===== src/cscc_pkg.sv =====
package cscc_pkg;
    // Timing of the power-on reset interval and the error pulse on the status line
    localparam int unsigned CLK_PERIOD_NS    = 4;
    localparam int unsigned STATUS_PULSE_MIN_US = 10;
    localparam int unsigned STATUS_PULSE_MAX_US = 500;
    // Least time rounds up to whole cycles
    localparam int unsigned STATUS_PULSE_CYC =
        (STATUS_PULSE_MIN_US * 1000 + CLK_PERIOD_NS - 1) / CLK_PERIOD_NS;
    localparam int unsigned STATUS_PULSE_MAX_CYC = (STATUS_PULSE_MAX_US * 1000) / CLK_PERIOD_NS;
    localparam int unsigned POR_CYC_DEFAULT  = 5000;
    localparam int unsigned INIT_CYC_DEFAULT = 16;
    localparam int unsigned CNT_W            = 20;
    localparam logic [CNT_W-1:0] CNT_RESET   = 20'h00000;

    typedef enum logic [2:0] {
        CSCC_POR,
        CSCC_IDLE,
        CSCC_CONFIG,
        CSCC_WAIT_DONE,
        CSCC_INIT,
        CSCC_USER,
        CSCC_ERROR
    } cscc_state_t;
endpackage


===== src/cscc_ctrl.sv =====
`timescale 1ns/10ps
module cscc_ctrl
    import cscc_pkg::*;
#(
    parameter int unsigned POR_CYC  = POR_CYC_DEFAULT,
    parameter int unsigned INIT_CYC = INIT_CYC_DEFAULT
) (
    input  wire logic clk_sys,
    input  wire logic rst,
    input  wire logic chip_enable_n,
    input  wire logic config_request_n,
    input  wire logic active_serial_mode,
    input  wire logic auto_restart_en,
    input  wire logic data_word_valid,
    input  wire logic data_last,
    input  wire logic data_error,
    input  wire logic config_complete_in,
    output logic      config_complete_out,
    output logic      config_complete_oe,
    input  wire logic status_in,
    output logic      status_out,
    output logic      status_oe,
    output logic      chain_enable_n,
    output logic      serial_cmd_out,
    output logic      serial_select_n,
    output logic      user_mode
);
    // All state in one word: the comb block builds a copy, one flop stage holds it
    typedef struct packed {
        cscc_state_t      state;
        logic [CNT_W-1:0] cnt;
        logic             status_low;
        logic             done_low;
        logic             chain_n;
        logic             sel_n;
        logic             cmd;
        logic             user;
    } cscc_regs_t;

    cscc_regs_t s_reg;
    cscc_regs_t s_next;

    // Counters run from zero, so a span of lim cycles ends when the count
    // reaches lim - 1
    function automatic logic cnt_hit(input logic [CNT_W-1:0] c, input int unsigned lim);
        return c >= CNT_W'(lim - 1);
    endfunction

    // Entering the error state pulls status low on the same edge, so the
    // pulse is counted in full from its first cycle
    function automatic cscc_regs_t enter_error(input cscc_regs_t r);
        cscc_regs_t e;
        e            = r;
        e.state      = CSCC_ERROR;
        e.cnt        = CNT_RESET;
        e.status_low = 1'b1;
        return e;
    endfunction

    // Back to idle: status released, complete held low, serial memory deselected
    function automatic cscc_regs_t release_to_idle(input cscc_regs_t r);
        cscc_regs_t i;
        i            = r;
        i.state      = CSCC_IDLE;
        i.status_low = 1'b0;
        i.done_low   = 1'b1;
        i.sel_n      = 1'b1;
        i.cmd        = 1'b0;
        return i;
    endfunction

    always_comb begin
        s_next     = s_reg;
        s_next.cnt = s_reg.cnt + CNT_W'(1);
        unique case (s_reg.state)
            // Power-on: both open-drain lines held low; requests are not looked at,
            // so an attempt this early simply waits until the interval ends
            CSCC_POR: begin
                s_next.status_low = 1'b1;
                s_next.done_low   = 1'b1;
                if (cnt_hit(s_reg.cnt, POR_CYC)) begin
                    s_next.status_low = 1'b0;
                    s_next.state      = CSCC_IDLE;
                    s_next.cnt        = CNT_RESET;
                end
            end

            // Waiting for chip enable; a start needs the status net seen high,
            // which is what gives the automatic retry after power-on
            CSCC_IDLE: begin
                s_next.done_low = 1'b1;
                // Wired level is used: a host holding status low delays the start
                if (!chip_enable_n && config_request_n && status_in) begin
                    s_next.state = CSCC_CONFIG;
                end
            end

            // Loading: data words arrive on the strobe. The command line toggles
            // as a read strobe while loading; it stands in for the memory's own
            // command protocol, which this block does not model
            // Limitation: a mode change in mid-load reaches the pins one cycle late
            CSCC_CONFIG: begin
                s_next.sel_n = ~active_serial_mode;
                s_next.cmd   = active_serial_mode & s_reg.cnt[0];
                if (!status_in || data_word_valid && data_error) begin
                    s_next = enter_error(s_next);
                end else if (data_word_valid && data_last) begin
                    s_next.done_low = 1'b0;
                    s_next.sel_n    = 1'b1;
                    s_next.cmd      = 1'b0;
                    s_next.state    = CSCC_WAIT_DONE;
                end
            end

            // Own pull released; another device on the net may still hold it low,
            // so initialization waits for the wired level
            // Nothing bounds this wait: a stuck net keeps the block here
            CSCC_WAIT_DONE: begin
                if (!status_in) begin
                    s_next = enter_error(s_next);
                end else if (config_complete_in) begin
                    s_next.state = CSCC_INIT;
                    s_next.cnt   = CNT_RESET;
                end
            end

            // Fixed-length initialization; chain enable is handed on only at its
            // end so the next device never starts on a half-ready neighbour
            CSCC_INIT: begin
                if (!status_in) begin
                    s_next = enter_error(s_next);
                end else if (cnt_hit(s_reg.cnt, INIT_CYC)) begin
                    s_next.state   = CSCC_USER;
                    s_next.user    = 1'b1;
                    s_next.chain_n = 1'b0;
                end
            end

            // Configured state is kept until a restart request
            CSCC_USER: begin
                // Status and config_complete are not looked at here
                if (!config_request_n) begin
                    s_next.state   = CSCC_IDLE;
                    s_next.user    = 1'b0;
                    s_next.chain_n = 1'b1;
                    s_next.done_low = 1'b1;
                end
            end

            // Error: status is already low from the entering edge; the counter
            // restarted there, so with auto restart and no request the pulse lasts the full minimum width
            CSCC_ERROR: begin
                s_next.done_low = 1'b1;
                s_next.sel_n    = 1'b1;
                s_next.cmd      = 1'b0;
                if (auto_restart_en) begin
                    s_next.status_low = 1'b1;
                    if (cnt_hit(s_reg.cnt, STATUS_PULSE_CYC)) begin
                        s_next.status_low = 1'b0;
                        s_next.state      = CSCC_IDLE;
                    end
                end else begin
                    s_next.status_low = 1'b1;
                    // Without auto restart only a config request clears the error
                    if (!config_request_n) begin
                        s_next.status_low = 1'b0;
                        s_next.state      = CSCC_IDLE;
                    end
                end
            end
        endcase
        // A restart request wins over every state but power-on and user mode,
        // which handles its own request above
        if (s_reg.state != CSCC_POR && s_reg.state != CSCC_USER && !config_request_n) begin
            s_next = release_to_idle(s_next);
        end
    end

    // Reset puts every output at its safe level: status and complete pulled
    // low, serial memory deselected, chain enable high
    always_ff @(posedge clk_sys) begin
        if (rst) begin
            s_reg.state      <= CSCC_POR;
            s_reg.cnt        <= CNT_RESET;
            s_reg.status_low <= 1'b1;
            s_reg.done_low   <= 1'b1;
            s_reg.chain_n    <= 1'b1;
            s_reg.sel_n      <= 1'b1;
            s_reg.cmd        <= 1'b0;
            s_reg.user       <= 1'b0;
        end else begin
            s_reg <= s_next;
        end
    end

    // Open-drain: output value is always 0, enable drives the line low
    // The module never drives either line high; a pull-up on the net does that
    assign config_complete_out = 1'b0;
    assign config_complete_oe  = s_reg.done_low;
    assign status_out          = 1'b0;
    assign status_oe           = s_reg.status_low;
    assign chain_enable_n      = s_reg.chain_n;
    assign serial_cmd_out      = s_reg.cmd;
    assign serial_select_n     = s_reg.sel_n;
    assign user_mode           = s_reg.user;
endmodule


===== config.mk =====
export PLATFORM = sky130hd
export DESIGN_NAME = cscc_ctrl
export DESIGN_NICKNAME = d
export VERILOG_FILES = /design/src/cscc_pkg.sv /design/src/cscc_ctrl.sv
export SDC_FILE = /design/constraint.sdc
export NUM_CORES = 1
export LEC_CHECK = 0
export CORE_ASPECT_RATIO = 0.8
export CORE_MARGIN = 1
export CORE_UTILIZATION = 40
export CTS_BUF_LIST = sky130_fd_sc_hd__clkbuf_16
export DETAILED_ROUTE_END_ITERATION = 12
export DONT_BUFFER_PORTS = 1
export GPL_ROUTABILITY_DRIVEN = 0
export PLACE_DENSITY = 0.52
export SLEW_MARGIN = 20
export SYNTH_ARGS = -nofsm -noshare
export SYNTH_HDL_FRONTEND = slang
export SYNTH_SLANG_ARGS = --single-unit

===== constraint.sdc =====
create_clock -name clk_sys -period 1.9 [get_ports clk_sys]
set_input_delay 0.095 -clock clk_sys [delete_from_list [all_inputs] [get_ports clk_sys]]
set_output_delay 0.095 -clock clk_sys [all_outputs]
set_load 0.1 [all_outputs]

==> results.md, run 1 <==
- Floorplan Core Area: 3954 µm²
- Flops & latches, synth: 29
- Total routed wirelength: 4.058 mm
- Synthesis-to-finish area growth: 18.22%
- Max incr delay on CP: 0.55 ns
- Leading area contributor after synthesis: sky130_fd_sc_hd__dfxtp_1
- Total count of max-transition violations in the final report: 0
- Antenna violation net count after detailed routing: 0
- Sum of overflow across all layers after global routing: 0
- Flip-flop count of the largest register after layout: 23
- Async SR Flop Fraction: 0%
- CP max-delay cell: sky130_fd_sc_hd__or4_4
- Max cap viols: 0
- Vias per inst: 5.523
- Crit path DAT: 2.00 ns
- Filler cell count in the final layout: 387
- Leak Pwr: 0.7755 nW
- Synthesized instance count: 208
- Buffers from clock root to sink, at most: 2
- RSZ-0062 raised after global routing: false
- Skew-Pair Late Insertion Delay: 0.27 ns
- Min-Delay Path Class: in2reg
- Average wire per standard cell: 14.54 µm
- Portion of the clock cycle consumed by the worst path in the final layout: 94.73%
- Port-buffer cells: 0
- Synth cell count leaders: sky130_fd_sc_hd__nor2_1 (31), sky130_fd_sc_hd__dfxtp_1 (29), sky130_fd_sc_hd__nand2_1 (15)
- Fmax achieved: 555.6 MHz
- Die span in y: 60.49 µm
- Total routing usage reported by global routing: 20.01%
- Time the worst path needs with I/O delays and setup: 1.800 ns
- Final-report hold violation count: 0
- Crit path cell chain: or4_4 -> o211ai_4 -> nand3_2 -> a21o_1 -> buf_12 -> nor2_2
- Predominant post-synthesis flop cell: sky130_fd_sc_hd__dfxtp_1
- Number of buffers added by the clock tree synthesis step: 5
- Wire length of the first global-routing pass: 6.658 mm
- Total area of sequential cells: 581.8 µm²
- Crit-path max FO: 20
- Run status: complete, no violations
- Initial standard-cell utilization of the core: 43.26%
- Start-to-end type of the worst setup path: reg2reg
- Number of clock sinks seen by CTS: 29
- Deepest level of the CTS H-tree: 2
- Worst Setup End Kind: flip-flop
- Final HPWL from detailed placement: 2.987 mm
- DRC violation count after routing: 0
- Final Setup Violations: 0
- TritonCTS clock tree: built
- Average cell area after synthesis: 8.223 µm²
- EDFF count, synth: 0
- Number of placement rows: 20
- Die X: 75.11 µm
- Power density of the placed cells: 686.3 nW/µm²
- Number of library cell types mapped by synthesis: 56
- Share of the synthesized area in the top cell type: 33.94%
- Synth top area cells: sky130_fd_sc_hd__dfxtp_1 (34%), sky130_fd_sc_hd__nor2_1 (6.8%), sky130_fd_sc_hd__xnor2_1 (5.1%)
- Netlist area before placement: 1710 µm²
- Net count reported at finish: 236
- Final standard cell utilization of the core: 51.14%
- Largest net degree at the start of global routing: 21
- 1st-iter DRT viols: 97
- Number of iterations in the first detailed-routing pass: 4
- Sequential fraction of the synthesis area: 33.94%
- Root buffer cell: sky130_fd_sc_hd__clkbuf_16
- Final worst clock skew: 0.003637 ns
- Startpoint type of the worst setup path: flip-flop
- Total inserted antenna cells: 0
- IR Drop Worst-Case VDD: 0.3830 mV
- Die area: 4543 µm²
- Multi-input combinational cell area: 1040 µm²
- Number of warnings issued by yosys: 0
- Clock-pin transition on the worst setup and hold timing paths: 0.05 ns
- Via count of the routed design: 1541
- CP required: 2.10 ns
- Number of antenna violations at the first check in global routing: 0
- Share of final-layout standard cells stronger than drive strength 1: 16.96%
- Setup TNS after final layout: 0 ns
- Worst R2R Setup Slack: 0.10 ns
- Most frequently used cell type in the post-synthesis netlist: sky130_fd_sc_hd__nor2_1
- Number of global-route vias before repair: 1399
- Boundary pin count: 19
[layout make-up]
class	count	area share (%)
Inverter	5	0.9282
Clock buffer	5	6.188
Sequential cell	29	28.77
Multi-Input combinational cell	161	51.42
Tap cell	55	3.403
Timing Repair Buffer	22	8.911
Clock inverter	2	0.3713
[cell families (layout without fill, tap and decap cells)]
group                      count (synthesis)  count (layout)  synth area share (%)
AOI/OAI and AO/OA                         45              45                 19.83
and+or+nand+nor                           93              93                 28.02
DFF                                       29              29                 33.94
other                                      1               2                0.2192
adders and majority gates                  1               1                0.7314
buffers and inverters                     19              34                 6.876
xor gates and xnor gates                  18              18                 9.217
muxes                                      2               2                 1.170
[cells in the final DEF, fill, tap and decap left out, types with 3 or more instances in the layout]
master and count:
sky130_fd_sc_hd__or3_1 3, sky130_fd_sc_hd__inv_1 6, sky130_fd_sc_hd__a211o_1 3, sky130_fd_sc_hd__a21oi_1 3, sky130_fd_sc_hd__nand2_1 15, sky130_fd_sc_hd__clkbuf_16 5
sky130_fd_sc_hd__nand2b_1 7, sky130_fd_sc_hd__nor2_1 30, sky130_fd_sc_hd__xor2_1 8, sky130_fd_sc_hd__nand3_1 9, sky130_fd_sc_hd__a31oi_1 3, sky130_fd_sc_hd__nor2b_1 3
sky130_fd_sc_hd__xnor2_1 10, sky130_fd_sc_hd__buf_4 20, sky130_fd_sc_hd__nor3_1 3, sky130_fd_sc_hd__o21ai_0 9, sky130_fd_sc_hd__nand4_1 5, sky130_fd_sc_hd__dfxtp_1 28
[stage by stage]
step / instances / setup WS (ns) / cell area (µm²) / total power, mW / hold slack (ns)
6_report: 279 / 0.1001 / 2022 / 1.388 / 0.007409
5_1_grt: 279 / 0.01191 / 2022 / 1.449 / 0.01524
4_1_cts: 279 / 0.05269 / 1997 / 1.410 / 0.003898
3_5_place_dp: 271 / 0.07165 / 1854 / 0.6966 / 0.1702
3_3_place_gp: 271 / 0.1084 / 1854 / 0.6940 / 0.1673
2_1_floorplan: 209 / 0.2237 / 1714 / 0.6892 / 0.1641
[worst max-delay path: cells and delay by family, from the launching register on]
family          cells  cell delay (ns)
flops               1             0.35
buf+inv             1             0.16
simple gates        3             0.79
compound gates      2             0.43
[worst paths after layout]
kind         cells after the start  startpoint            endpoint
min                              2         rst  config_complete_oe
max                              6   s_reg[11]           s_reg[16]
min reg2reg                      2   user_mode           user_mode
max reg2reg                      6   s_reg[11]           s_reg[16]
[per-layer routing]
layer  vias to the layer above  part of all wire, %  global-route usage (%)
met4                         0                 0.76                   6.199
met1                       726                   50                   28.44
li1                        774                    -                       -
met3                         4                  5.2                   7.143
met5                         -                    0                       0
met2                        37                   44                   28.19
[where the power goes]
group	internal [mW]	leakage, nW	switching, mW
combinational	0.0231	0.472	0.0432
sequential	0.616	0.235	0.00600
clock	0.464	0.0685	0.235
total	1.10	0.775	0.284
[timing repair]
item / 4_1_cts / 5_1_grt
endpoints found under the setup margin: 0 / 21
hold buffers: 1 / 0
buffers inserted: 0 / 0
gates resized for setup: 0 / 6
endpoints found under the hold margin: 4 / 0
(Power assumes the default switching activity.)
==> run 2, diff against run 1 <==
RECOVER_POWER = 50   (was not set)
==> run 2 against run 1 <==
Compared with the run above: routed wire length up 0.22%; non-clock buffer count unchanged; first-iteration DRC count up 20%; utilization down 0.70 points; critical path depth unchanged; sequential power about the same; global-route usage unchanged; die area unchanged; hold slack worse by 0.00050 ns; critical endpoint unchanged.
==> results.md, run 2 (synthesis gave the netlist of run 1 again) <==
- Run status: complete, no violations
- Root buffer cell: sky130_fd_sc_hd__clkbuf_16
- Portion of the clock cycle consumed by the worst path in the final layout: 94.42% (-0.31 points)
- Average wire per standard cell: 14.58 µm (+0.22%)
- Min-Delay Path Class: in2reg
- DRC violation count after routing: 0 (unchanged)
- CP required: 2.10 ns (about the same)
- Crit path DAT: 1.99 ns (about the same)
- TritonCTS clock tree: built
- Top library cells by usage in the layout, fill and taps aside: sky130_fd_sc_hd__nor2_1 (30), sky130_fd_sc_hd__dfxtp_1 (28), sky130_fd_sc_hd__nand2_1 (15), sky130_fd_sc_hd__buf_4 (13), sky130_fd_sc_hd__xnor2_1 (10)
- Synthesis-to-finish area growth: 16.61%
- Setup TNS after final layout: 0 ns (unchanged)
- Startpoint type of the worst setup path: flip-flop
- CP max-delay cell: sky130_fd_sc_hd__or4_4
- Crit path cell chain: or4_4 -> o211ai_4 -> nand3_2 -> a21o_1 -> buf_6 -> nor2_2
- Port-buffer cells: 0 (unchanged)
- Vias per inst: 5.570 (+0.84%)
- Die area: 4543 µm² (unchanged)
- 1st-iter DRT viols: 116 (+20%)
- Die span in y: 60.49 µm (unchanged)
- Number of buffers added by the clock tree synthesis step: 5 (unchanged)
- Final HPWL from detailed placement: 2.987 mm (unchanged)
- Skew-Pair Late Insertion Delay: 0.27 ns (about the same)
- Initial standard-cell utilization of the core: 43.26% (unchanged)
- Wire length of the first global-routing pass: 6.658 mm (unchanged)
- Total buffers and inverters traversed by the critical path: 1 (unchanged)
- Max_slew headroom: 20.41%
- Largest net degree at the start of global routing: 21 (unchanged)
- Via count of the routed design: 1554 (+0.84%)
- Time the worst path needs with I/O delays and setup: 1.794 ns (-0.005954 ns)
- Number of clock sinks seen by CTS: 29 (unchanged)
- Die X: 75.11 µm (unchanged)
- Buffers from clock root to sink, at most: 2 (unchanged)
- Max incr delay on CP: 0.55 ns (about the same)
- Leak Pwr: 0.7593 nW (-2.1%)
- Fmax achieved: 557.4 MHz (+0.33%)
- Worst Setup End Kind: flip-flop
- Share of final-layout standard cells stronger than drive strength 1: 15.63% (-1.3 points)
- Number of global-route vias before repair: 1399 (unchanged)
- Number of placement rows: 20 (unchanged)
- Final Setup Violations: 0 (unchanged)
- Clock-pin transition on the worst setup and hold timing paths: 0.05 ns (about the same)
- Power density of the placed cells: 694.2 nW/µm² (+1.2%)
- Flip-flop count of the largest register after layout: 23 (unchanged)
- Area after DPL: 1854 µm² (unchanged)
- Number of iterations in the first detailed-routing pass: 4 (unchanged)
- Final-report hold violation count: 0 (unchanged)
- Most common library cell in the layout ignoring fill and taps: sky130_fd_sc_hd__nor2_1
- Worst slew pin tran: 1.194 ns
- Number of antenna violations at the first check in global routing: 0 (unchanged)
- Net count reported at finish: 236 (unchanged)
- RSZ-0062 raised after global routing: false
- Cell area after layout: 1994 µm² (-1.4%)
- Sum of overflow across all layers after global routing: 0 (unchanged)
- IR Drop Worst-Case VDD: 0.3818 mV (-0.31%)
- Max cap viols: 0 (unchanged)
- Antenna violation net count after detailed routing: 0 (unchanged)
- Start-to-end type of the worst setup path: reg2reg
- Total count of max-transition violations in the final report: 0 (unchanged)
- Worst hold slack across all endpoints: 0.006906 ns (-0.0005031 ns)
- Gate family responsible for the most delay along the worst path: simple AND/OR/NAND/NOR gates
- Total routed wirelength: 4.067 mm (+0.22%)
- Crit-path max FO: 20 (unchanged)
- Boundary pin count: 19 (unchanged)
- Deepest level of the CTS H-tree: 2 (unchanged)
- Total inserted antenna cells: 0 (unchanged)
- Final worst clock skew: 0.003491 ns (-0.0001468 ns)
- Total routing usage reported by global routing: 20.01% (unchanged)
- Floorplan Core Area: 3954 µm² (unchanged)
[run 2: cell types whose count changed in the layout (fill, tap and decap cells not counted), sizes merged]
cell    delta
buf        -7
clkbuf     +7
[run 2: per-stage QoR]
stage	worst slack [ns]	cells	total power, mW	utilization [%]
finish	0.1061	279	1.385	50.44
CTS	0.05269	279	1.410	50.51
floorplan	0.2237	209	0.6892	-
detailed placement	0.07165	271	0.6966	46.90
global route	0.01191	279	1.447	50.44
global placement	0.1084	271	0.6940	46.90
[run 2: cell type report]
cell class,instances,area [µm²]
fillers,389,1959
multi-input cells,161,1040
flip-flops and latches,29,581.8
repair buffers,22,152.6
clock buffers,5,125.1
well taps,55,68.82
inverters,5,18.77
clock inverters,2,7.507
[run 2: power breakdown]
group,switching (mW),total [mW],internal (mW)
sequential,0.00604,0.622,0.616
combinational,0.0426,0.0637,0.0210
clock,0.235,0.699,0.464
[run 2: metal layers]
metal  track usage [%]  up-vias  part of all wire, %
li1                  -      774                    -
met1             28.44      727                   49
met2             28.19       49                   45
met3             7.143        4                  6.0
met4             6.199        0                 0.76
met5                 0        -                    0
[run 2: repair_timing]
| item | CTS | global route |
|---|---|---|
| endpoints found under the setup margin | 0 | 21 |
| setup buffers | 0 | 0 |
| gates resized for setup | 0 | 6 |
| hold buffers | 1 | 0 |
| hold endpoints to repair | 4 | 0 |
[run 2: path summary, 6_finish.rpt]
check | to | slack (ns) | depth (start not counted) | start
max | s_reg[16] | 0.11 | 6 | s_reg[11]
min | config_complete_oe | 0.007 | 2 | rst
max reg2reg | s_reg[16] | 0.11 | 6 | s_reg[11]
min reg2reg | user_mode | 0.47 | 2 | user_mode
